<file path="config.mk">
export PLATFORM = sky130hd
export DESIGN_NAME = fosr_top
export DESIGN_NICKNAME = d
export VERILOG_FILES = /design/src/fosr_bus.v /design/src/fosr_top.v
export VERILOG_INCLUDE_DIRS = /design/src
export SDC_FILE = /design/constraint.sdc
export NUM_CORES = 1
export LEC_CHECK = 0
export BUFFER_PORTS_ARGS = -buffer_cell sky130_fd_sc_hd__buf_2
export CAP_MARGIN = 20
export CELL_PAD_IN_SITES_DETAIL_PLACEMENT = 1
export CELL_PAD_IN_SITES_GLOBAL_PLACEMENT = 1
export CORE_MARGIN = 2
export CORE_UTILIZATION = 38
export DETAILED_ROUTE_END_ITERATION = 12
export PLACE_DENSITY_LB_ADDON = 0.08
export SLEW_MARGIN = 25
export SYNTH_ARGS = -nofsm -noshare
export SYNTH_HDL_FRONTEND = slang
export SYNTH_SLANG_ARGS = --single-unit
</file>
<file path="constraint.sdc">
create_clock -name clk -period 2.41 [get_ports clk]
set_input_delay 0.482 -clock clk [delete_from_list [all_inputs] [get_ports clk]]
set_output_delay 0.482 -clock clk [all_outputs]
set_load 0.02 [all_outputs]
</file>
<file path="src/fosr_map.vh">
// Constants for the flash status-polling controller: map, fields, timing
`ifndef FOSR_MAP_VH
`define FOSR_MAP_VH

// ****************************************************
// Software register offsets (4-bit word index)
// ****************************************************
`define FOSR_REG_CTRL 4'h0
`define FOSR_REG_ADDR 4'h1
`define FOSR_REG_DATA 4'h2
`define FOSR_REG_CMD 4'h3
`define FOSR_REG_STATUS 4'h4
`define FOSR_REG_RESULT 4'h5

// ****************************************************
// Control and status fields
// ****************************************************
`define FOSR_CTRL_PEN 0
`define FOSR_CTRL_BYTE 1
`define FOSR_ST_BUSY 0
`define FOSR_ST_PEND 1
`define FOSR_ST_ERR 2
`define FOSR_ST_TMO 3

// ****************************************************
// Flash status word bits
// ****************************************************
`define FOSR_SB_IDLE 7
`define FOSR_SB_ESUSP 6
`define FOSR_SB_EFAIL 5
`define FOSR_SB_PFAIL 4
`define FOSR_SB_ENERR 3
`define FOSR_SB_PSUSP 2
`define FOSR_SB_PROT 1
`define FOSR_SB_RSVD 0
`define FOSR_STAT_MASK 8'hFE

// ****************************************************
// Operation codes written to the command register
// ****************************************************
`define FOSR_OP_RDSTAT 4'h0
`define FOSR_OP_CLR 4'h1
`define FOSR_OP_PGM 4'h2
`define FOSR_OP_ERS 4'h3
`define FOSR_OP_SUSP 4'h4
`define FOSR_OP_RES 4'h5
`define FOSR_OP_PROT 4'h6
`define FOSR_OP_UNPROT 4'h7
`define FOSR_OP_ID 4'h8
`define FOSR_OP_OTP 4'h9
`define FOSR_OP_ARRAY 4'hA

// ****************************************************
// Flash command bytes
// ****************************************************
`define FOSR_FC_RDSTAT 8'h70
`define FOSR_FC_CLR 8'h50
`define FOSR_FC_PGM 8'h40
`define FOSR_FC_ERS 8'h20
`define FOSR_FC_SUSP 8'hB0
`define FOSR_FC_CONF 8'hD0
`define FOSR_FC_PROT 8'h60
`define FOSR_FC_PROT2 8'h01
`define FOSR_FC_ID 8'h90
`define FOSR_FC_ARRAY 8'hFF

// ****************************************************
// Timing
// ****************************************************
`define FOSR_CLK_MHZ 25
`define FOSR_PGM_SUSP_US 20
`define FOSR_ERS_SUSP_US 25
`define FOSR_PGM_SUSP_CYC (`FOSR_PGM_SUSP_US * `FOSR_CLK_MHZ)
`define FOSR_ERS_SUSP_CYC (`FOSR_ERS_SUSP_US * `FOSR_CLK_MHZ)
`define FOSR_PULSE_CYC 3
`define FOSR_REC_CYC 1
`define FOSR_OTP_A8 8

`endif

</file>
<file path="src/fosr_bus.v">
// Single asynchronous flash bus cycle generator (read or write)
`timescale 1ns/1ns
`default_nettype none
`include "fosr_map.vh"
module fosr_bus #(
    parameter PULSE_CYC = `FOSR_PULSE_CYC,
    parameter REC_CYC = `FOSR_REC_CYC
) (
    input wire clk,
    input wire rst,
    input wire start,
    input wire is_write,
    input wire [21:0] addr,
    input wire [15:0] wdata,
    output reg done_ff,
    output reg [15:0] rdata_ff,
    output reg [21:0] f_addr_ff,
    output reg [15:0] f_dq_o_ff,
    input wire [15:0] f_dq_i,
    output reg f_dq_oe_ff,
    output reg f_ce_n_ff,
    output reg f_oe_n_ff,
    output reg f_we_n_ff
);
    localparam S_IDLE = 3'b001;
    localparam S_ACT = 3'b010;
    localparam S_REC = 3'b100;

    reg [2:0] state_ff;
    reg [3:0] cnt_ff;
    reg wr_ff;

    // ****************************************************
    // Strobe sequencing; strobes always released between cycles
    // ****************************************************
    always @(posedge clk) begin
        if (rst) begin
            state_ff <= S_IDLE;
            cnt_ff <= 4'h0;
            wr_ff <= 1'b0;
            done_ff <= 1'b0;
            rdata_ff <= 16'h0000;
            f_addr_ff <= 22'h000000;
            f_dq_o_ff <= 16'h0000;
            f_dq_oe_ff <= 1'b0;
            f_ce_n_ff <= 1'b1;
            f_oe_n_ff <= 1'b1;
            f_we_n_ff <= 1'b1;
        end else begin
            done_ff <= 1'b0;
            case (state_ff)
                S_IDLE: begin
                    if (start) begin
                        state_ff <= S_ACT;
                        cnt_ff <= 4'h0;
                        wr_ff <= is_write;
                        f_addr_ff <= addr;
                        f_dq_o_ff <= wdata;
                        f_dq_oe_ff <= is_write;
                        f_ce_n_ff <= 1'b0;
                        f_oe_n_ff <= is_write;
                        f_we_n_ff <= ~is_write;
                    end
                end
                S_ACT: begin
                    cnt_ff <= cnt_ff + 4'h1;
                    if (cnt_ff == PULSE_CYC - 1) begin
                        // Sample at end of access, then deselect
                        if (!wr_ff) begin
                            rdata_ff <= f_dq_i;
                        end
                        f_ce_n_ff <= 1'b1;
                        f_oe_n_ff <= 1'b1;
                        f_we_n_ff <= 1'b1;
                        state_ff <= S_REC;
                        cnt_ff <= 4'h0;
                    end
                end
                S_REC: begin
                    cnt_ff <= cnt_ff + 4'h1;
                    if (cnt_ff == REC_CYC - 1) begin
                        f_dq_oe_ff <= 1'b0;
                        done_ff <= 1'b1;
                        state_ff <= S_IDLE;
                    end
                end
                default: begin
                    state_ff <= S_IDLE;
                end
            endcase
        end
    end
endmodule
`default_nettype wire

</file>
<file path="src/fosr_top.v">
// Host controller issuing flash operations and polling the status word
//
// Implementation choices: strobed register access and the register addresses.
`timescale 1ns/1ns
`default_nettype none
`include "fosr_map.vh"
module fosr_top #(
    parameter PULSE_CYC = `FOSR_PULSE_CYC,
    parameter REC_CYC = `FOSR_REC_CYC,
    parameter PGM_SUSP_CYC = `FOSR_PGM_SUSP_CYC,
    parameter ERS_SUSP_CYC = `FOSR_ERS_SUSP_CYC
) (
    input wire clk,
    input wire rst,
    input wire [3:0] reg_addr,
    input wire [31:0] reg_wdata,
    input wire reg_wr,
    input wire reg_rd,
    output reg [31:0] reg_rdata_ff,
    output wire [21:0] flash_addr,
    output wire [15:0] flash_dq_o,
    input wire [15:0] flash_dq_i,
    output wire flash_dq_oe,
    output wire flash_ce_n,
    output wire flash_oe_n,
    output wire flash_we_n,
    output reg program_erase_enable_input_ff
);
    localparam S_IDLE = 8'b00000001;
    localparam S_CLR = 8'b00000010;
    localparam S_W1 = 8'b00000100;
    localparam S_W2 = 8'b00001000;
    localparam S_POLL = 8'b00010000;
    localparam S_CHK = 8'b00100000;
    localparam S_RD = 8'b01000000;
    localparam S_WAIT = 8'b10000000;

    reg [7:0] state_ff;
    reg [7:0] ret_ff;
    reg [3:0] op_ff;
    reg byte_mode_ff;
    reg [21:0] addr_ff;
    reg [15:0] data_ff;
    reg busy_ff;
    reg pend_susp_ff;
    reg err_ff;
    reg tmo_ff;
    reg erase_kind_ff;
    reg susp_act_ff;
    reg [10:0] susp_cnt_ff;
    reg [7:0] stat_ff;
    reg [15:0] res_ff;
    reg bus_start_ff;
    reg bus_we_ff;
    reg [21:0] bus_addr_ff;
    reg [15:0] bus_wdata_ff;
    wire bus_done;
    wire [15:0] bus_rdata;
    wire cmd_wr;
    wire op_ok;

    // ****************************************************
    // Decode helpers
    // ****************************************************
    function [7:0] first_code;
        input [3:0] op;
        begin
            case (op)
                `FOSR_OP_RDSTAT: first_code = `FOSR_FC_RDSTAT;
                `FOSR_OP_CLR: first_code = `FOSR_FC_CLR;
                `FOSR_OP_PGM: first_code = `FOSR_FC_PGM;
                `FOSR_OP_ERS: first_code = `FOSR_FC_ERS;
                `FOSR_OP_SUSP: first_code = `FOSR_FC_SUSP;
                `FOSR_OP_RES: first_code = `FOSR_FC_CONF;
                `FOSR_OP_PROT: first_code = `FOSR_FC_PROT;
                `FOSR_OP_UNPROT: first_code = `FOSR_FC_PROT;
                `FOSR_OP_ID: first_code = `FOSR_FC_ID;
                `FOSR_OP_OTP: first_code = `FOSR_FC_ID;
                default: first_code = `FOSR_FC_ARRAY;
            endcase
        end
    endfunction

    // Operations that alter the array or protection
    function is_modify;
        input [3:0] op;
        begin
            is_modify = (op == `FOSR_OP_PGM) || (op == `FOSR_OP_ERS) ||
                (op == `FOSR_OP_PROT) || (op == `FOSR_OP_UNPROT);
        end
    endfunction

    // Byte-wide OTP address: A8 high, index/2 on A4..A1, index[0] on A0
    function [21:0] otp_addr;
        input [4:0] idx;
        begin
            otp_addr = 22'h000000;
            otp_addr[`FOSR_OTP_A8] = 1'b1;
            otp_addr[4:1] = idx[4:1];
            otp_addr[0] = idx[0];
        end
    endfunction

    assign cmd_wr = reg_wr && (reg_addr == `FOSR_REG_CMD);
    assign op_ok = (reg_wdata[3:0] <= `FOSR_OP_ARRAY);

    // ****************************************************
    // Operation sequencer
    // ****************************************************
    always @(posedge clk) begin
        if (rst) begin
            state_ff <= S_IDLE;
            ret_ff <= S_IDLE;
            op_ff <= `FOSR_OP_RDSTAT;
            busy_ff <= 1'b0;
            pend_susp_ff <= 1'b0;
            err_ff <= 1'b0;
            tmo_ff <= 1'b0;
            erase_kind_ff <= 1'b0;
            susp_act_ff <= 1'b0;
            susp_cnt_ff <= 11'h000;
            stat_ff <= 8'h00;
            res_ff <= 16'h0000;
            bus_start_ff <= 1'b0;
            bus_we_ff <= 1'b0;
            bus_addr_ff <= 22'h000000;
            bus_wdata_ff <= 16'h0000;
        end else begin
            bus_start_ff <= 1'b0;
            // Suspend timer runs from the suspend write onward
            if (susp_act_ff) begin
                susp_cnt_ff <= susp_cnt_ff + 11'h001;
            end
            // Suspend asked during a busy poll; serviced at next check
            if (cmd_wr && busy_ff && reg_wdata[3:0] == `FOSR_OP_SUSP) begin
                pend_susp_ff <= 1'b1;
            end
            case (state_ff)
                S_IDLE: begin
                    if (cmd_wr && op_ok) begin
                        op_ff <= reg_wdata[3:0];
                        busy_ff <= 1'b1;
                        tmo_ff <= 1'b0;
                        // Stale errors would fail the new operation
                        if (is_modify(reg_wdata[3:0]) && err_ff) begin
                            state_ff <= S_CLR;
                        end else begin
                            state_ff <= S_W1;
                        end
                    end
                end
                S_CLR: begin
                    bus_start_ff <= 1'b1;
                    bus_we_ff <= 1'b1;
                    bus_wdata_ff <= {8'h00, `FOSR_FC_CLR};
                    err_ff <= 1'b0;
                    stat_ff <= 8'h00;
                    ret_ff <= S_W1;
                    state_ff <= S_WAIT;
                end
                S_W1: begin
                    bus_start_ff <= 1'b1;
                    bus_we_ff <= 1'b1;
                    bus_addr_ff <= addr_ff;
                    bus_wdata_ff <= {8'h00, first_code(op_ff)};
                    state_ff <= S_WAIT;
                    if (is_modify(op_ff)) begin
                        erase_kind_ff <= (op_ff == `FOSR_OP_ERS) ||
                            (op_ff == `FOSR_OP_UNPROT);
                        ret_ff <= S_W2;
                    end else if (op_ff == `FOSR_OP_CLR) begin
                        err_ff <= 1'b0;
                        stat_ff <= 8'h00;
                        ret_ff <= S_IDLE;
                    end else if (op_ff == `FOSR_OP_SUSP) begin
                        susp_act_ff <= 1'b1;
                        susp_cnt_ff <= 11'h000;
                        ret_ff <= S_POLL;
                    end else if (op_ff == `FOSR_OP_RDSTAT ||
                            op_ff == `FOSR_OP_RES) begin
                        ret_ff <= S_POLL;
                    end else begin
                        ret_ff <= S_RD;
                    end
                end
                S_W2: begin
                    bus_start_ff <= 1'b1;
                    bus_we_ff <= 1'b1;
                    bus_addr_ff <= (op_ff == `FOSR_OP_UNPROT) ?
                        22'h000000 : addr_ff;
                    case (op_ff)
                        `FOSR_OP_PGM: bus_wdata_ff <= data_ff;
                        `FOSR_OP_PROT:
                            bus_wdata_ff <= {8'h00, `FOSR_FC_PROT2};
                        default: bus_wdata_ff <= {8'h00, `FOSR_FC_CONF};
                    endcase
                    // Device reads back status without a status command
                    ret_ff <= S_POLL;
                    state_ff <= S_WAIT;
                end
                S_POLL: begin
                    // Fresh strobe each poll refreshes the word
                    bus_start_ff <= 1'b1;
                    bus_we_ff <= 1'b0;
                    bus_addr_ff <= 22'h000000;
                    ret_ff <= S_CHK;
                    state_ff <= S_WAIT;
                end
                S_CHK: begin
                    if (bus_rdata[`FOSR_SB_IDLE]) begin
                        // Other bits only valid once idle
                        stat_ff <= bus_rdata[7:0] & `FOSR_STAT_MASK;
                        err_ff <= bus_rdata[`FOSR_SB_EFAIL] |
                            bus_rdata[`FOSR_SB_PFAIL] |
                            bus_rdata[`FOSR_SB_ENERR] |
                            bus_rdata[`FOSR_SB_PROT];
                        susp_act_ff <= 1'b0;
                        if (!cmd_wr) begin
                            pend_susp_ff <= 1'b0;
                        end
                        busy_ff <= 1'b0;
                        state_ff <= S_IDLE;
                    end else if (pend_susp_ff && !susp_act_ff) begin
                        // Busy bits float; issue the suspend straight away
                        op_ff <= `FOSR_OP_SUSP;
                        if (!cmd_wr) begin
                            pend_susp_ff <= 1'b0;
                        end
                        state_ff <= S_W1;
                    end else begin
                        if (susp_act_ff && susp_cnt_ff >= (erase_kind_ff ?
                                ERS_SUSP_CYC[10:0] : PGM_SUSP_CYC[10:0])) begin
                            tmo_ff <= 1'b1;
                            susp_act_ff <= 1'b0;
                        end
                        state_ff <= S_POLL;
                    end
                end
                S_RD: begin
                    bus_start_ff <= 1'b1;
                    bus_we_ff <= 1'b0;
                    if (op_ff == `FOSR_OP_OTP) begin
                        bus_addr_ff <= otp_addr(addr_ff[4:0]);
                    end else if (op_ff == `FOSR_OP_ID) begin
                        bus_addr_ff <= {addr_ff[21:1], 1'b0};
                    end else begin
                        bus_addr_ff <= addr_ff;
                    end
                    ret_ff <= S_IDLE;
                    state_ff <= S_WAIT;
                end
                S_WAIT: begin
                    if (bus_done) begin
                        state_ff <= ret_ff;
                        if (ret_ff == S_IDLE) begin
                            busy_ff <= 1'b0;
                            if (op_ff == `FOSR_OP_ID ||
                                    (op_ff == `FOSR_OP_OTP && byte_mode_ff)) begin
                                res_ff <= {8'h00, bus_rdata[7:0]};
                            end else if (op_ff != `FOSR_OP_CLR) begin
                                res_ff <= bus_rdata;
                            end
                        end
                    end
                end
                default: begin
                    state_ff <= S_IDLE;
                end
            endcase
        end
    end

    // ****************************************************
    // Software registers
    // ****************************************************
    always @(posedge clk) begin
        if (rst) begin
            program_erase_enable_input_ff <= 1'b0;
            byte_mode_ff <= 1'b0;
            addr_ff <= 22'h000000;
            data_ff <= 16'h0000;
            reg_rdata_ff <= 32'h00000000;
        end else begin
            if (reg_wr && reg_addr == `FOSR_REG_CTRL) begin
                program_erase_enable_input_ff <= reg_wdata[`FOSR_CTRL_PEN];
                byte_mode_ff <= reg_wdata[`FOSR_CTRL_BYTE];
            end
            if (reg_wr && reg_addr == `FOSR_REG_ADDR && !busy_ff) begin
                addr_ff <= reg_wdata[21:0];
            end
            if (reg_wr && reg_addr == `FOSR_REG_DATA && !busy_ff) begin
                data_ff <= reg_wdata[15:0];
            end
            reg_rdata_ff <= 32'h00000000;
            if (reg_rd) begin
                case (reg_addr)
                    `FOSR_REG_CTRL: reg_rdata_ff <= {30'h00000000,
                        byte_mode_ff, program_erase_enable_input_ff};
                    `FOSR_REG_ADDR: reg_rdata_ff <= {10'h000, addr_ff};
                    `FOSR_REG_DATA: reg_rdata_ff <= {16'h0000, data_ff};
                    `FOSR_REG_STATUS: reg_rdata_ff <= {16'h0000, stat_ff,
                        4'h0, tmo_ff, err_ff, pend_susp_ff, busy_ff};
                    `FOSR_REG_RESULT: reg_rdata_ff <= {16'h0000, res_ff};
                    default: reg_rdata_ff <= 32'h00000000;
                endcase
            end
        end
    end

    // Pin-level cycle generator
    fosr_bus #(
        .PULSE_CYC(PULSE_CYC),
        .REC_CYC(REC_CYC)
    ) u_bus (
        .clk(clk),
        .rst(rst),
        .start(bus_start_ff),
        .is_write(bus_we_ff),
        .addr(bus_addr_ff),
        .wdata(bus_wdata_ff),
        .done_ff(bus_done),
        .rdata_ff(bus_rdata),
        .f_addr_ff(flash_addr),
        .f_dq_o_ff(flash_dq_o),
        .f_dq_i(flash_dq_i),
        .f_dq_oe_ff(flash_dq_oe),
        .f_ce_n_ff(flash_ce_n),
        .f_oe_n_ff(flash_oe_n),
        .f_we_n_ff(flash_we_n)
    );
endmodule
`default_nettype wire

</file>
### Yosys cells after proc, flatten, opt, wreduce, memory -nomap -nowiden

Memory sizes are Yosys's and may differ from the RTL's. A register that Yosys moved wholly into a read port is not among the register bits.
Index checks and enable logic that the tools add are counted.

* register bits after elaboration: 240
* ROM bits: 128
* input bits: 56
* output and inout bits: 75
* word-level logic and storage cells: 233
* memories: 1

Memory list
* (no name shown): words 16, width 8, read ports 1, clocked after Yosys merged registers in 1, wr ports 0, RTL line fosr_top.v:68 `case (op)`

* $add $sub $neg: 2
* order comparisons: 2
* equality and inequality tests: 50
* mux-type cells: 81
* bitwise operators: 7
* reduce and logical (&&, ||, !) cells: 58

Operators with widths (number)
* $pmux 22 s5: 1
* $pmux 22 s4: 1
* $mux 11: 5
* $pmux 16 s3: 1
* $mux 22: 2
* $mux 8: 5
* $pmux 8 s5: 1
* $eq 4x3->1 const B: 9
* $mux 16: 2
* $pmux 16 s2: 1
* $pmux 8 s4: 1
* $mux 1: 30
* $eq 4x2->1 const B: 7
* $mux 4: 7
* $mux 7: 4
* $pmux 8 s3: 1
* $ne 2x2->1 const B: 11
* $eq 8x1->1 const B: 2
* $pmux 1 s2: 7
* $logic_and 1x1->1: 13
* $logic_not 4->1: 3
* $mux 3: 4
* $pmux 4 s3: 1
* $reduce_and 3->1: 4
* other kinds (39): 77

### Logic depth before layout (Yosys ltp)

Gate-level depths: netlist of run 1.

* word-level depth: 9
* depth in mapped cells: 11
* mapped depth without buffers: 10

### Hierarchy

Synthesis of run 1 repeated with hierarchy kept, for this count alone.

* cells, all modules: 1067
* area total of the unflattened synthesis: 9127.5 µm²

Modules (own cells, without submodules)
* fosr_top: instances 1, cells an instance 762, area each 6632.6 µm², seq. area each 3303.2 µm²
* fosr_bus: instances 1, cells an instance 305, area each 2494.9 µm², seq. area each 1341.3 µm²

### Worst setup path after synthesis of run 1

OpenSTA, ideal clock, no wires.

* kind: reg2reg
* from: register state_ff[6]
* to: register (tool-made name)
* library setup time: 129 ps
* arrival: 2173 ps
* data required time: 2281 ps
* slack: 108 ps
* stages on the path, launching flop included: 11
* buffers on the path: 1
* period minus slack after synthesis: 2302 ps
* cell sequence: dfxtp_1 buf_6 nor3_4 nand4_2 a2111oi_4 a22o_2 nor2b_1 inv_1 ha_1 mux2i_1 a21oi_1

RTL lines
* from (decl): RTL line fosr_top.v:38 `reg [7:0] state_ff;`
* from (signal assigned): RTL line fosr_top.v:254 `state_ff <= ret_ff;`

==> reports/summary.txt, run 1 <==
FLOORPLAN
---------------------------------------------------------------------------------------
Height of the chip                                                               158 um
Num ports                                                                           131
Placeable core region                                                       23400 sq um
Initial core utilization                                                          38.7%
Die width                                                                        158 um
Overall die area                                                            25100 sq um
Number of rows in the core area                                                      56

POWER AND IR DROP
---------------------------------------------------------------------------------------
Total Power Consumption                                                         8.45 mW
Power density over cell area                                                764 nW/um^2
Max IR drop VDD                                                                  428 uV
Leakage Power                                                                   4.17 nW

TIMING
---------------------------------------------------------------------------------------
Max-slew headroom                                                                 57.4%
Final setup violation count                                                           0
Post-route setup slack                                                         0.164 ns
Hold WS                                                                        0.192 ns
RSZ-0062 raised after global routing                                                 no
Final TNS setup                                                                    0 ns
Max-slew violation count                                                              0
Measured slew at the worst slew-check pin                                      0.639 ns
Tmin final                                                                      2.25 ns
Post-route fraction of the period consumed by the critical path                   93.2%
Maximum frequency from static timing analysis                                 0.445 GHz
Post-Route Skew                                                               0.0153 ns
Final hold viol count                                                                 0

JOB
---------------------------------------------------------------------------------------
Maximum capacitance violations                                                        0

PLACE
---------------------------------------------------------------------------------------
Placer congestion estimate                                                        0.808
Setup WS pre-CTS                                                             0.00583 ns
Detailed Place HPWL                                                             18.8 mm
Inst Count DP                                                                      1489
Count of input and output buffers                                                   110
Placement-stage cell area                                                   10100 sq um

FINAL LAYOUT
---------------------------------------------------------------------------------------
Proportion of layout cells with a drive suffix above 1                            18.3%
Antenna Diode Count                                                                   0
Area added between synthesis and finish                                           22.1%
Post-route insts no fill                                                           1537
Final standard cell utilization of the core                                       47.3%
Post-route standard cell area excluding fillers                             11100 sq um
Nets                                                                               1265

GRT
---------------------------------------------------------------------------------------
Gr usage total                                                                    20.9%
Maximum number of pins on one net before global-route repair                         86
Vias in the first global route                                                     7464
Global-route wire length before repair                                          41.4 mm
Antenna violations before repair                                                      0
Remaining Overflow, GRT                                                               0

YOSYS
---------------------------------------------------------------------------------------
Synth Warn #                                                                          0
Leading area contributor after synthesis                                   sky130_fd_sc_hd__dfxtp_1
Leading cell type by number of instances after synthesis                   sky130_fd_sc_hd__nand2_1
Leading post-synthesis cells by instance count                             251 x sky130_fd_sc_hd__nand2_1, 232 x sky130_fd_sc_hd__dfxtp_1, 146 x sky130_fd_sc_hd__a21oi_1
Netlist cell types                                                                   74
Post-Synthesis Cells                                                               1076
Synthesized flop and latch total                                                    232
Proportion of synthesized flip-flops having asynchronous set or reset                0%
Main area contributors after synthesis                                     sky130_fd_sc_hd__dfxtp_1 51%, sky130_fd_sc_hd__nand2_1 10%, sky130_fd_sc_hd__a21oi_1 8.1%
Number of enable-type register cells in the synthesized netlist                       0
Average size of a mapped cell                                                8.42 sq um
Area share of the largest cell type after synthesis                               51.3%
Post-synth design cell area                                                  9050 sq um
Sequential fraction of the synthesis area                                         51.3%
Most frequently used flop master after synthesis                           sky130_fd_sc_hd__dfxtp_1

CTS
---------------------------------------------------------------------------------------
Clock Sinks                                                                         232
Clock latency reported for the late side of the worst-skew pair                 0.53 ns
Clock tree root driver cell                                                sky130_fd_sc_hd__clkbuf_16
CTS Buffer Depth                                                                      3
Total of hold buffers inserted after clock tree synthesis                             0
Clk slew on worst S/H paths                                                     0.06 ns
Clock H-tree levels                                                                   1
TritonCTS Buffers                                                                    26
Clock tree from TritonCTS                                                           yes

CRITICAL PATH
---------------------------------------------------------------------------------------
Crit. End Element                                                              register
Worst setup path category                                                  register to register
Cells along the critical path                                              nor3_4 -> nand4_2 -> a2111oi_4 -> a22o_2 -> nor2b_1 -> inv_1 -> ha_1 -> mux2i_1 -> a21oi_1
Startpoint class of the critical path                                          register
Slowest cell on crit path                                                  sky130_fd_sc_hd__a2111oi_4
Max stage delay on crit path                                                    0.37 ns
Maximum fanout along the worst path                                                   4
Worst path arrival time                                                         2.65 ns
Worst Path Required                                                             2.81 ns

ROUTE
---------------------------------------------------------------------------------------
Detailed-route DRC error count                                                        0
Post-DR wirelength/cell                                                         17.1 um
Wire length reported by the detailed router                                     26.3 mm
Vias after detailed routing                                                        7855
Pre-Repair DR Iteration Count                                                         6
Number of violations reported at the end of detailed-routing iteration 0            414
Final antenna-violating net count                                                     0
Average via count per standard cell                                                5.11

OUTCOME
---------------------------------------------------------------------------------------
Result of the run                                                          finished clean

HOLD PATH
---------------------------------------------------------------------------------------
Hold WC Path Type                                                          input port to register

[cells by family (layout without fill, tap and decap cells)]
| logic type | count (synthesis) | count (layout) | synth area share, % |
|---|---|---|---|
| adders and majority gates | 10 | 10 | 1.38 |
| buffers and inverters | 91 | 224 | 4.44 |
| xor gates and xnor gates | 15 | 15 | 1.45 |
| and+or+nand+nor | 460 | 460 | 22.7 |
| AOI/OAI and AO/OA | 263 | 263 | 18.3 |
| muxes | 4 | 4 | 0.484 |
| DFF | 232 | 232 | 51.3 |
| other | 1 | 10 | 0.0414 |
[area by class of cell]
type,count,area [sq um]
inverter,19,71.3
clock buffer,39,759
tap,319,399
clock inverter,8,151
multi-input combinational,762,4070
timing repair buffer,158,967
sequential,232,4640
fill,2838,12300
[path summary, 6_finish.rpt]
kind	from	to	slack, ns	depth (start not counted)
max	state_ff[6]	register	0.16	9
min	flash_dq_i[11]	u_bus.rdata_ff[11]	0.19	3
max reg2reg	state_ff[6]	register	0.16	9
min reg2reg	u_bus.f_ce_n_ff	u_bus.f_ce_n_ff	0.44	2
[cells in the final DEF (no fill, tap or decap), types with 8 or more instances in the layout]
master / netlist / final
sky130_fd_sc_hd__ha_1: 10 / 10
sky130_fd_sc_hd__a222oi_1: 9 / 9
sky130_fd_sc_hd__clkbuf_16: 0 / 26
sky130_fd_sc_hd__nand2_1: 251 / 251
sky130_fd_sc_hd__buf_2: 8 / 109
sky130_fd_sc_hd__o21ai_0: 13 / 13
sky130_fd_sc_hd__dfxtp_1: 232 / 232
sky130_fd_sc_hd__conb_1: 1 / 10
sky130_fd_sc_hd__nand3_1: 25 / 25
sky130_fd_sc_hd__a21oi_1: 146 / 146
sky130_fd_sc_hd__xor2_1: 10 / 10
sky130_fd_sc_hd__nor3_1: 12 / 12
sky130_fd_sc_hd__buf_4: 11 / 44
sky130_fd_sc_hd__and2_1: 12 / 12
sky130_fd_sc_hd__a22oi_1: 55 / 55
sky130_fd_sc_hd__nor2_1: 95 / 94
sky130_fd_sc_hd__nor2b_1: 13 / 13
sky130_fd_sc_hd__inv_1: 18 / 18
sky130_fd_sc_hd__nand4_1: 8 / 8
[state kept, by name, summed over array words and instances (netlist names), 3 cells and up, named ones only]
register	flops
addr_ff	22
stat_ff	7
op_ff	4
u_bus.f_dq_o_ff	16
susp_cnt_ff	11
res_ff	16
reg_rdata_ff	22
bus_addr_ff	22
bus_wdata_ff	16
data_ff	16
u_bus.rdata_ff	16
u_bus.f_addr_ff	22
ret_ff	6
state_ff	8
u_bus.state_ff	3
u_bus.cnt_ff	4
[where the power goes]
group	internal [mW]	total (mW)	switching (mW)
combinational	0.131	0.378	0.247
sequential	3.86	3.89	0.0274
clock	2.60	4.19	1.59
[repair_timing]
| action | CTS | global route |
|---|---|---|
| buffers inserted | 0 | 1 |
| resized for setup | 0 | 1 |
| setup endpoints to repair | 0 | 1 |
[metal layers]
layer  wire (um)  global-route usage (%)
met5           0                       0
met2       11200                    31.3
met3        1240                    2.86
met4         302                    3.69
met1       13600                    32.2
[worst max-delay path: cells and delay by family (launching register included)]
| kind | cells | cell delay (ns) |
|---|---|---|
| mux | 1 | 0.14 |
| compound gates | 3 | 0.67 |
| fa+ha+maj | 1 | 0.29 |
| simple gates | 3 | 0.63 |
| flops | 1 | 0.33 |
| buf+inv | 1 | 0.07 |
(Power assumes the default switching activity.)
==> run 2, diff against run 1 <==
--- a/config.mk
+++ b/config.mk
@@ -6,6 +6,7 @@
 export SDC_FILE = /design/constraint.sdc
 export NUM_CORES = 1
 export LEC_CHECK = 0
+export ABC_AREA = 1
 export BUFFER_PORTS_ARGS = -buffer_cell sky130_fd_sc_hd__buf_2
 export CAP_MARGIN = 20
 export CELL_PAD_IN_SITES_DETAIL_PLACEMENT = 1
@@ -13,8 +14,9 @@
 export CORE_MARGIN = 2
 export CORE_UTILIZATION = 38
 export DETAILED_ROUTE_END_ITERATION = 12
-export PLACE_DENSITY_LB_ADDON = 0.08
+export PLACE_DENSITY_LB_ADDON = 0.1
 export SLEW_MARGIN = 25
 export SYNTH_ARGS = -nofsm -noshare
 export SYNTH_HDL_FRONTEND = slang
 export SYNTH_SLANG_ARGS = --single-unit
+export TNS_END_PERCENT = 100
==> run 2 against run 1 <==
Die area increased by 6.0%. Worst setup slack better by 0.16 ns. Highest routed layer unchanged. Largest cell class unchanged. Sequential power increased by 2%. Largest power group unchanged.
==> reports/summary.txt, run 2 <==
POWER AND IR DROP
---------------------------------------------------------------------------------------
Leakage Power                                                                   4.74 nW   +14%
Max IR drop VDD                                                                  364 uV   -15%
Power density over cell area                                                780 nW/um^2   +2.0%

YOSYS
---------------------------------------------------------------------------------------
Synthesized flop and latch total                                                    232   unchanged
Netlist cell types                                                                   50   -32%
Area share of fa/ha/maj cells after synthesis                                     1.30%   -0.080 points
Sequential fraction of the synthesis area                                         48.3%   -3.0 points
Main area contributors after synthesis                                     sky130_fd_sc_hd__dfxtp_1 48%, sky130_fd_sc_hd__nand2_1 7.9%, sky130_fd_sc_hd__nor2_1 6.9%
Combinational family with the most area after synthesis                    simple AND/OR/NAND/NOR gates
Proportion of synthesized flip-flops having asynchronous set or reset                0%   unchanged
Leading post-synthesis cells by instance count                             232 x sky130_fd_sc_hd__dfxtp_1, 203 x sky130_fd_sc_hd__nand2_1, 177 x sky130_fd_sc_hd__nor2_1
Leading cell type by number of instances after synthesis                   sky130_fd_sc_hd__dfxtp_1
Number of enable-type register cells in the synthesized netlist                       0   unchanged
Fraction of synthesized cell area in xor and xnor cells                          0.364%   -1.1 points
Leading area contributor after synthesis                                   sky130_fd_sc_hd__dfxtp_1
Compound-cell area share of the yosys netlist                                     16.4%   -1.8 points
Synthesized-area fraction occupied by and/or/nand/nor cells                       25.2%   +2.6 points
Post-Synthesis Cells                                                               1250   +16%
Most frequently used flop master after synthesis                           sky130_fd_sc_hd__dfxtp_1
Average size of a mapped cell                                                7.69 sq um   -8.6%
Synth Warn #                                                                          0   unchanged
Fraction of synthesized area in multiplexers                                         0%   -0.48 points
Post-synth design cell area                                                  9610 sq um   +6.2%
Area share of the largest cell type after synthesis                               48.3%   -3.0 points

FINAL LAYOUT
---------------------------------------------------------------------------------------
Area added between synthesis and finish                                           19.0%
Proportion of layout cells with a drive suffix above 1                            18.2%   -0.13 points
Nets                                                                               1428   +13%
Post-route insts no fill                                                           1711   +11%
Most common cell after layout, fill and taps aside                         sky130_fd_sc_hd__dfxtp_1
Most frequent cells in the layout                                          232 x sky130_fd_sc_hd__dfxtp_1, 203 x sky130_fd_sc_hd__nand2_1, 174 x sky130_fd_sc_hd__nor2_1
Post-route standard cell area excluding fillers                             11400 sq um   +3.4%
Antenna Diode Count                                                                   0   unchanged
Final standard cell utilization of the core                                       45.7%   -1.6 points

CTS
---------------------------------------------------------------------------------------
Total of hold buffers inserted after clock tree synthesis                             0   unchanged
Clock Sinks                                                                         232   unchanged
Setup bufs post-CTS                                                                   0   unchanged
Clk slew on worst S/H paths                                                     0.06 ns   about the same
Clock tree from TritonCTS                                                           yes
Cts repair resizes                                                                    0   unchanged
CTS Buffer Depth                                                                      3   unchanged
Clock latency reported for the late side of the worst-skew pair                 0.53 ns   about the same
TritonCTS Buffers                                                                    27   +3.8%
Clock tree root driver cell                                                sky130_fd_sc_hd__clkbuf_16
Clock H-tree levels                                                                   1   unchanged

TIMING
---------------------------------------------------------------------------------------
Post-Route Skew                                                              0.00903 ns   -0.00623 ns
Max-slew headroom                                                                 58.3%   +0.88 points
Measured slew at the worst slew-check pin                                      0.622 ns   -0.0162 ns
Final setup violation count                                                           0   unchanged
Post-route fraction of the period consumed by the critical path                   86.6%   -6.7 points
Max-slew violation count                                                              0   unchanged
RSZ-0062 raised after global routing                                                 no
Maximum frequency from static timing analysis                                 0.479 GHz   +7.7%
Final TNS setup                                                                    0 ns   unchanged
Final hold viol count                                                                 0   unchanged
Tmin final                                                                      2.09 ns   -0.160 ns

ROUTE
---------------------------------------------------------------------------------------
Pre-Repair DR Iteration Count                                                         4   -2
Wire length reported by the detailed router                                     28.3 mm   +7.6%
Average via count per standard cell                                                4.96   -3.0%
Detailed-route DRC error count                                                        0   unchanged
Post-DR wirelength/cell                                                         16.5 um   -3.4%
Vias after detailed routing                                                        8486   +8.0%
Number of violations reported at the end of detailed-routing iteration 0            478   +15%
Final antenna-violating net count                                                     0   unchanged

GRT
---------------------------------------------------------------------------------------
Antenna violations before repair                                                      0   unchanged
Gr usage total                                                                    21.4%   +0.46 points
Met1 Usage GRT                                                                    31.7%   -0.48 points
Layer with the highest usage                                                       met2
Vias in the first global route                                                     8439   +13%
Maximum number of pins on one net before global-route repair                         44   -49%
Met2 usage                                                                        33.2%   +1.9 points
Global-route wire length before repair                                          45.8 mm   +10%
Remaining Overflow, GRT                                                               0   unchanged
Met3 track utilization from global routing                                        2.08%   -0.78 points

CRITICAL PATH
---------------------------------------------------------------------------------------
Worst path arrival time                                                         2.50 ns   -0.15 ns
Maximum fanout along the worst path                                                   6   +2
Startpoint class of the critical path                                          register
R2R Setup Slk                                                                   0.32 ns   +0.16 ns
Worst setup path category                                                  register to register
Crit. End Element                                                              register
Worst Path Required                                                             2.83 ns   +0.02 ns

JOB
---------------------------------------------------------------------------------------
Maximum capacitance violations                                                        0   unchanged

PLACE
---------------------------------------------------------------------------------------
Placement-stage cell area                                                   10500 sq um   +3.9%
Count of input and output buffers                                                   110   unchanged
Inst Count DP                                                                      1663   +12%
Placer congestion estimate                                                        0.800   -1.0%
Detailed Place HPWL                                                             20.9 mm   +11%

FLOORPLAN
---------------------------------------------------------------------------------------
Placeable core region                                                       25000 sq um   +7.0%
Number of rows in the core area                                                      58   +3.6%
Height of the chip                                                               163 um   +3.0%
Overall die area                                                            26600 sq um   +6.0%
Initial core utilization                                                          38.4%   -0.30 points
Die width                                                                        163 um   +3.0%
Num ports                                                                           131   unchanged

OUTCOME
---------------------------------------------------------------------------------------
Result of the run                                                          finished clean

HOLD PATH
---------------------------------------------------------------------------------------
Hold WC Path Type                                                          input port to register

## run 2: cell types whose count changed in the layout (fill, tap and decap cells not counted), sizes merged, moves of 23 or more
| cell | delta |
|---|---|
| a22oi | -56 |
| o21ai | +95 |
| nor2 | +96 |
| a21oi | -23 |
| nand3 | +57 |
| nand2 | -32 |
| inv | +92 |
## run 2: report_power, final
group          internal (mW)  leakage [nW]  switching [mW]
registers               3.92          1.87          0.0664
logic                  0.232          2.42           0.541
clock network           2.56         0.446            1.60
total                   6.71          4.74            2.21
## run 2: final cells by class
| cell class | instances | area, sq um |
|---|---|---|
| Inverter | 112 | 430 |
| Sequential cell | 232 | 4640 |
| Tap cell | 330 | 413 |
| Clock buffer | 39 | 781 |
| Clock inverter | 9 | 126 |
| Multi-Input combinational cell | 845 | 4210 |
| Timing Repair Buffer | 144 | 833 |
| Fill cell | 3133 | 13600 |
## run 2: routing by layer
layer | up-vias | part of all wire, %
li1 | 4332 | -
met1 | 3970 | 51
met2 | 146 | 44
met3 | 38 | 3.3
met4 | 0 | 1.9
met5 | - | 0
## run 2: path summary, 6_finish.rpt
path                   start                 end  depth (start not counted)
max              state_ff[6]            register                         14
min           flash_dq_i[11]  u_bus.rdata_ff[11]                          3
max reg2reg      state_ff[6]            register                         14
min reg2reg  u_bus.f_ce_n_ff     u_bus.f_ce_n_ff                          2
## run 2: logic make-up after synthesis
group,count (synthesis)
compound gates,279
xor+xnor,4
fa+ha+maj,10
buf+inv,182
flops,232
other cells,1
simple gates,542
## run 2: critical path, stage by stage, from the launching register on
cell and delay, ns:
sky130_fd_sc_hd__dfxtp_1 0.31, sky130_fd_sc_hd__inv_1 0.12, sky130_fd_sc_hd__nand2_1 0.07, sky130_fd_sc_hd__nor2_1 0.19
sky130_fd_sc_hd__nand2_1 0.13, sky130_fd_sc_hd__nand2_1 0.18, sky130_fd_sc_hd__nand3_2 0.17, sky130_fd_sc_hd__a21oi_2 0.20
sky130_fd_sc_hd__nor2_1 0.08, sky130_fd_sc_hd__inv_1 0.06, sky130_fd_sc_hd__ha_1 0.22, sky130_fd_sc_hd__inv_1 0.05
sky130_fd_sc_hd__nand2_1 0.04, sky130_fd_sc_hd__nand3_1 0.08, sky130_fd_sc_hd__nand2_1 0.05
## run 2: per-stage QoR
step,worst slack [ns],hold slack (ns),power (mW)
global placement,0.0763,0.424,4.83
finish,0.324,0.175,8.92
CTS,0.319,0.160,9.03
floorplan,0.418,0.430,4.58
detailed placement,0.0469,0.436,4.84
global route,0.0621,0.163,9.31
==> run 3, diff against run 2 <==
--- a/config.mk
+++ b/config.mk
@@ -11,6 +11,7 @@
 export CAP_MARGIN = 20
 export CELL_PAD_IN_SITES_DETAIL_PLACEMENT = 1
 export CELL_PAD_IN_SITES_GLOBAL_PLACEMENT = 1
+export CORE_ASPECT_RATIO = 0.6
 export CORE_MARGIN = 2
 export CORE_UTILIZATION = 38
 export DETAILED_ROUTE_END_ITERATION = 12
==> run 3 against run 2 <==
Fmax fell by 1.8%. Power shrank 2.0%. Clock power decreased by 5.0%. Sequential power about the same. Global-route usage rose by 1.6 points. Clock-buffer cell count shrank 9. Utilization is 0.51 points lower. Via count up 1.6%. Largest cell class unchanged.
==> reports/summary.txt, run 3 (synthesized netlist as in run 2, its figures left out) <==
CRITICAL PATH
---------------------------------------------------------------------------------------
Crit. End Element                                                              register
Kind of cell adding the most delay to the critical path                    simple AND/OR/NAND/NOR gates
Worst setup path category                                                  register to register
Maximum fanout along the worst path                                                   6   unchanged
Max stage delay on crit path                                                    0.33 ns   +0.02 ns
Slowest cell on crit path                                                  sky130_fd_sc_hd__dfxtp_1
Worst path arrival time                                                         2.54 ns   +0.04 ns
R2R Setup Slk                                                                   0.29 ns   -0.04 ns
Worst Path Required                                                             2.83 ns   about the same
Sum of buffers and inverters on the critical path                                     3   unchanged
Startpoint class of the critical path                                          register
Cells along the critical path                                              inv_1 -> nand2_1 -> nor2_1 -> nand2_1 -> nand2_2 -> nand3_2 -> a21oi_2 -> nor2_1 -> inv_1 -> ha_1 -> inv_1 -> nand2_1 -> nand3_1 -> nand2_1
Most frequent cell on the critical path                                    sky130_fd_sc_hd__nand2_1

POWER AND IR DROP
---------------------------------------------------------------------------------------
Power density over cell area                                                772 nW/um^2   -0.98%
Max IR drop VDD                                                                  402 uV   +10%
Total Power Consumption                                                         8.74 mW   -2.0%
Leakage Power                                                                   4.67 nW   -1.4%

ROUTE
---------------------------------------------------------------------------------------
Uppermost layer routed                                                             met4
Post-DR wirelength/cell                                                         17.8 um   +7.7%
Pre-Repair DR Iteration Count                                                         5   +1
Final antenna-violating net count                                                     0   unchanged
DR WL met2                                                                      12.2 mm   -1.3%
Wire length reported by the detailed router                                     30.2 mm   +6.8%
Detailed-route DRC error count                                                        0   unchanged
Routed length on met3                                                           1.16 mm   +26%
Number of violations reported at the end of detailed-routing iteration 0            495   +3.6%
Wire length on met1                                                             16.5 mm   +14%
Vias after detailed routing                                                        8625   +1.6%
Average via count per standard cell                                                5.08   +2.5%

FINAL LAYOUT
---------------------------------------------------------------------------------------
Proportion of layout cells with a drive suffix above 1                            17.8%   -0.34 points
Final standard cell utilization of the core                                       45.2%   -0.51 points
Nets                                                                               1418   -0.70%
Most common cell after layout, fill and taps aside                         sky130_fd_sc_hd__dfxtp_1
Post-route insts no fill                                                           1697   -0.82%
Antenna Diode Count                                                                   0   unchanged
Filler cell count                                                                  3088   -1.4%
Area added between synthesis and finish                                           17.7%
Most frequent cells in the layout                                          232 x sky130_fd_sc_hd__dfxtp_1, 202 x sky130_fd_sc_hd__nand2_1, 174 x sky130_fd_sc_hd__nor2_1

GRT
---------------------------------------------------------------------------------------
Gr usage total                                                                    23.0%   +1.6 points
Antenna violations before repair                                                      0   unchanged
Global-route wire length before repair                                          48.4 mm   +5.8%
Maximum number of pins on one net before global-route repair                         84   +91%
Remaining Overflow, GRT                                                               0   unchanged
Vias in the first global route                                                     8691   +3.0%

OUTCOME
---------------------------------------------------------------------------------------
Result of the run                                                          finished clean

TIMING
---------------------------------------------------------------------------------------
Post-Route Skew                                                               0.0162 ns   +0.00716 ns
Tmin final                                                                      2.12 ns   +0.0373 ns
RSZ-0062 raised after global routing                                                 no
Hold WS                                                                        0.185 ns   +0.00998 ns
Measured slew at the worst slew-check pin                                      0.706 ns   +0.0833 ns
Max-slew violation count                                                              0   unchanged
Max-slew headroom                                                                 52.9%   -5.4 points
Final hold viol count                                                                 0   unchanged
Final setup violation count                                                           0   unchanged
Post-route fraction of the period consumed by the critical path                   88.1%   +1.5 points
Final TNS setup                                                                    0 ns   unchanged
Maximum frequency from static timing analysis                                 0.471 GHz   -1.8%

FLOORPLAN
---------------------------------------------------------------------------------------
Number of rows in the core area                                                      45   -22%
Num ports                                                                           131   unchanged
Placeable core region                                                       25100 sq um   about the same
Overall die area                                                            26600 sq um   +0.16%
Die width                                                                        209 um   +28%
Height of the chip                                                               127 um   -22%
Initial core utilization                                                          38.4%   about the same

CTS
---------------------------------------------------------------------------------------
Clock H-tree levels                                                                   1   unchanged
Clock tree root driver cell                                                sky130_fd_sc_hd__clkbuf_16
Clock tree from TritonCTS                                                           yes
CTS Buffer Depth                                                                      3   unchanged
Clk slew on worst S/H paths                                                     0.06 ns   about the same
Clock Sinks                                                                         232   unchanged
Total of hold buffers inserted after clock tree synthesis                             0   unchanged
Clock latency reported for the late side of the worst-skew pair                 0.53 ns   about the same
TritonCTS Buffers                                                                    23   -15%

HOLD PATH
---------------------------------------------------------------------------------------
Hold WC Path Type                                                          input port to register

PLACE
---------------------------------------------------------------------------------------
Detailed Place HPWL                                                             22.2 mm   +6.1%
Count of input and output buffers                                                   110   unchanged
Placer congestion estimate                                                        0.856   +7.0%
Inst Count DP                                                                      1656   -0.42%

JOB
---------------------------------------------------------------------------------------
Maximum capacitance violations                                                        0   unchanged

-- run 3: cell types whose count changed in the layout (fill, tap and decap cells not counted) --
cell | before | now
sky130_fd_sc_hd__clkbuf_16 | 27 | 23
sky130_fd_sc_hd__clkbuf_1 | 6 | 1
sky130_fd_sc_hd__nand2_1 | 203 | 202
sky130_fd_sc_hd__inv_8 | 0 | 1
sky130_fd_sc_hd__buf_4 | 33 | 27
sky130_fd_sc_hd__nand2_2 | 15 | 16
sky130_fd_sc_hd__clkinv_2 | 4 | 3
sky130_fd_sc_hd__bufinv_16 | 3 | 4
sky130_fd_sc_hd__clkinvlp_4 | 1 | 2
-- run 3: path summary, 6_finish.rpt --
kind	start	endpoint	cells past startpoint
worst max-delay path	state_ff[6]	register	14
worst min-delay path	flash_dq_i[13]	u_bus.rdata_ff[13]	3
worst max register to register	state_ff[6]	register	14
worst min register to register	u_bus.f_ce_n_ff	u_bus.f_ce_n_ff	2
-- run 3: worst reg2reg max path, stage by stage, from the launching register on --
cell and delay, ns:
sky130_fd_sc_hd__dfxtp_1 0.33, sky130_fd_sc_hd__inv_1 0.12, sky130_fd_sc_hd__nand2_1 0.09, sky130_fd_sc_hd__nor2_1 0.16, sky130_fd_sc_hd__nand2_1 0.16, sky130_fd_sc_hd__nand2_2 0.16
sky130_fd_sc_hd__nand3_2 0.18, sky130_fd_sc_hd__a21oi_2 0.21, sky130_fd_sc_hd__nor2_1 0.09, sky130_fd_sc_hd__inv_1 0.06, sky130_fd_sc_hd__ha_1 0.22, sky130_fd_sc_hd__inv_1 0.05
sky130_fd_sc_hd__nand2_1 0.05, sky130_fd_sc_hd__nand3_1 0.09, sky130_fd_sc_hd__nand2_1 0.05
-- run 3: where the power goes --
group	internal [mW]	leakage, nW	switching (mW)
logic	0.232	2.40	0.570
clock network	2.37	0.407	1.58
registers	3.92	1.87	0.0694
-- run 3: timing repair --
action	4_1_cts	5_1_grt
hold endpoints to repair	0	0
setup buffers	0	0
endpoints found under the setup margin	0	1
gates resized for setup	0	1
-- run 3: cell type report --
type	count	area, sq um	share of cell area, %
Clock buffer	30	662	5.85
Multi-Input combinational cell	845	4210	37.2
Timing Repair Buffer	138	788	6.97
Clock inverter	11	170	1.50
Inverter	112	430	3.80
Sequential cell	232	4640	41.0
Tap cell	329	412	3.64
-- run 3: layer usage --
metal	up-vias	global-route usage, %
li1	4305	-
met3	27	4.03
met4	0	3.49
met2	145	33.4
met5	-	0
met1	4148	35.7
-- run 3: through the flow --
step | setup WS (ns) | instance area [sq um]
after global placement | 0.115 | 10500
after floorplan | 0.418 | 9650
final | 0.287 | 11300
after detailed placement | 0.0646 | 10500
after CTS | 0.209 | 11300
after global routing | 0.0146 | 11300
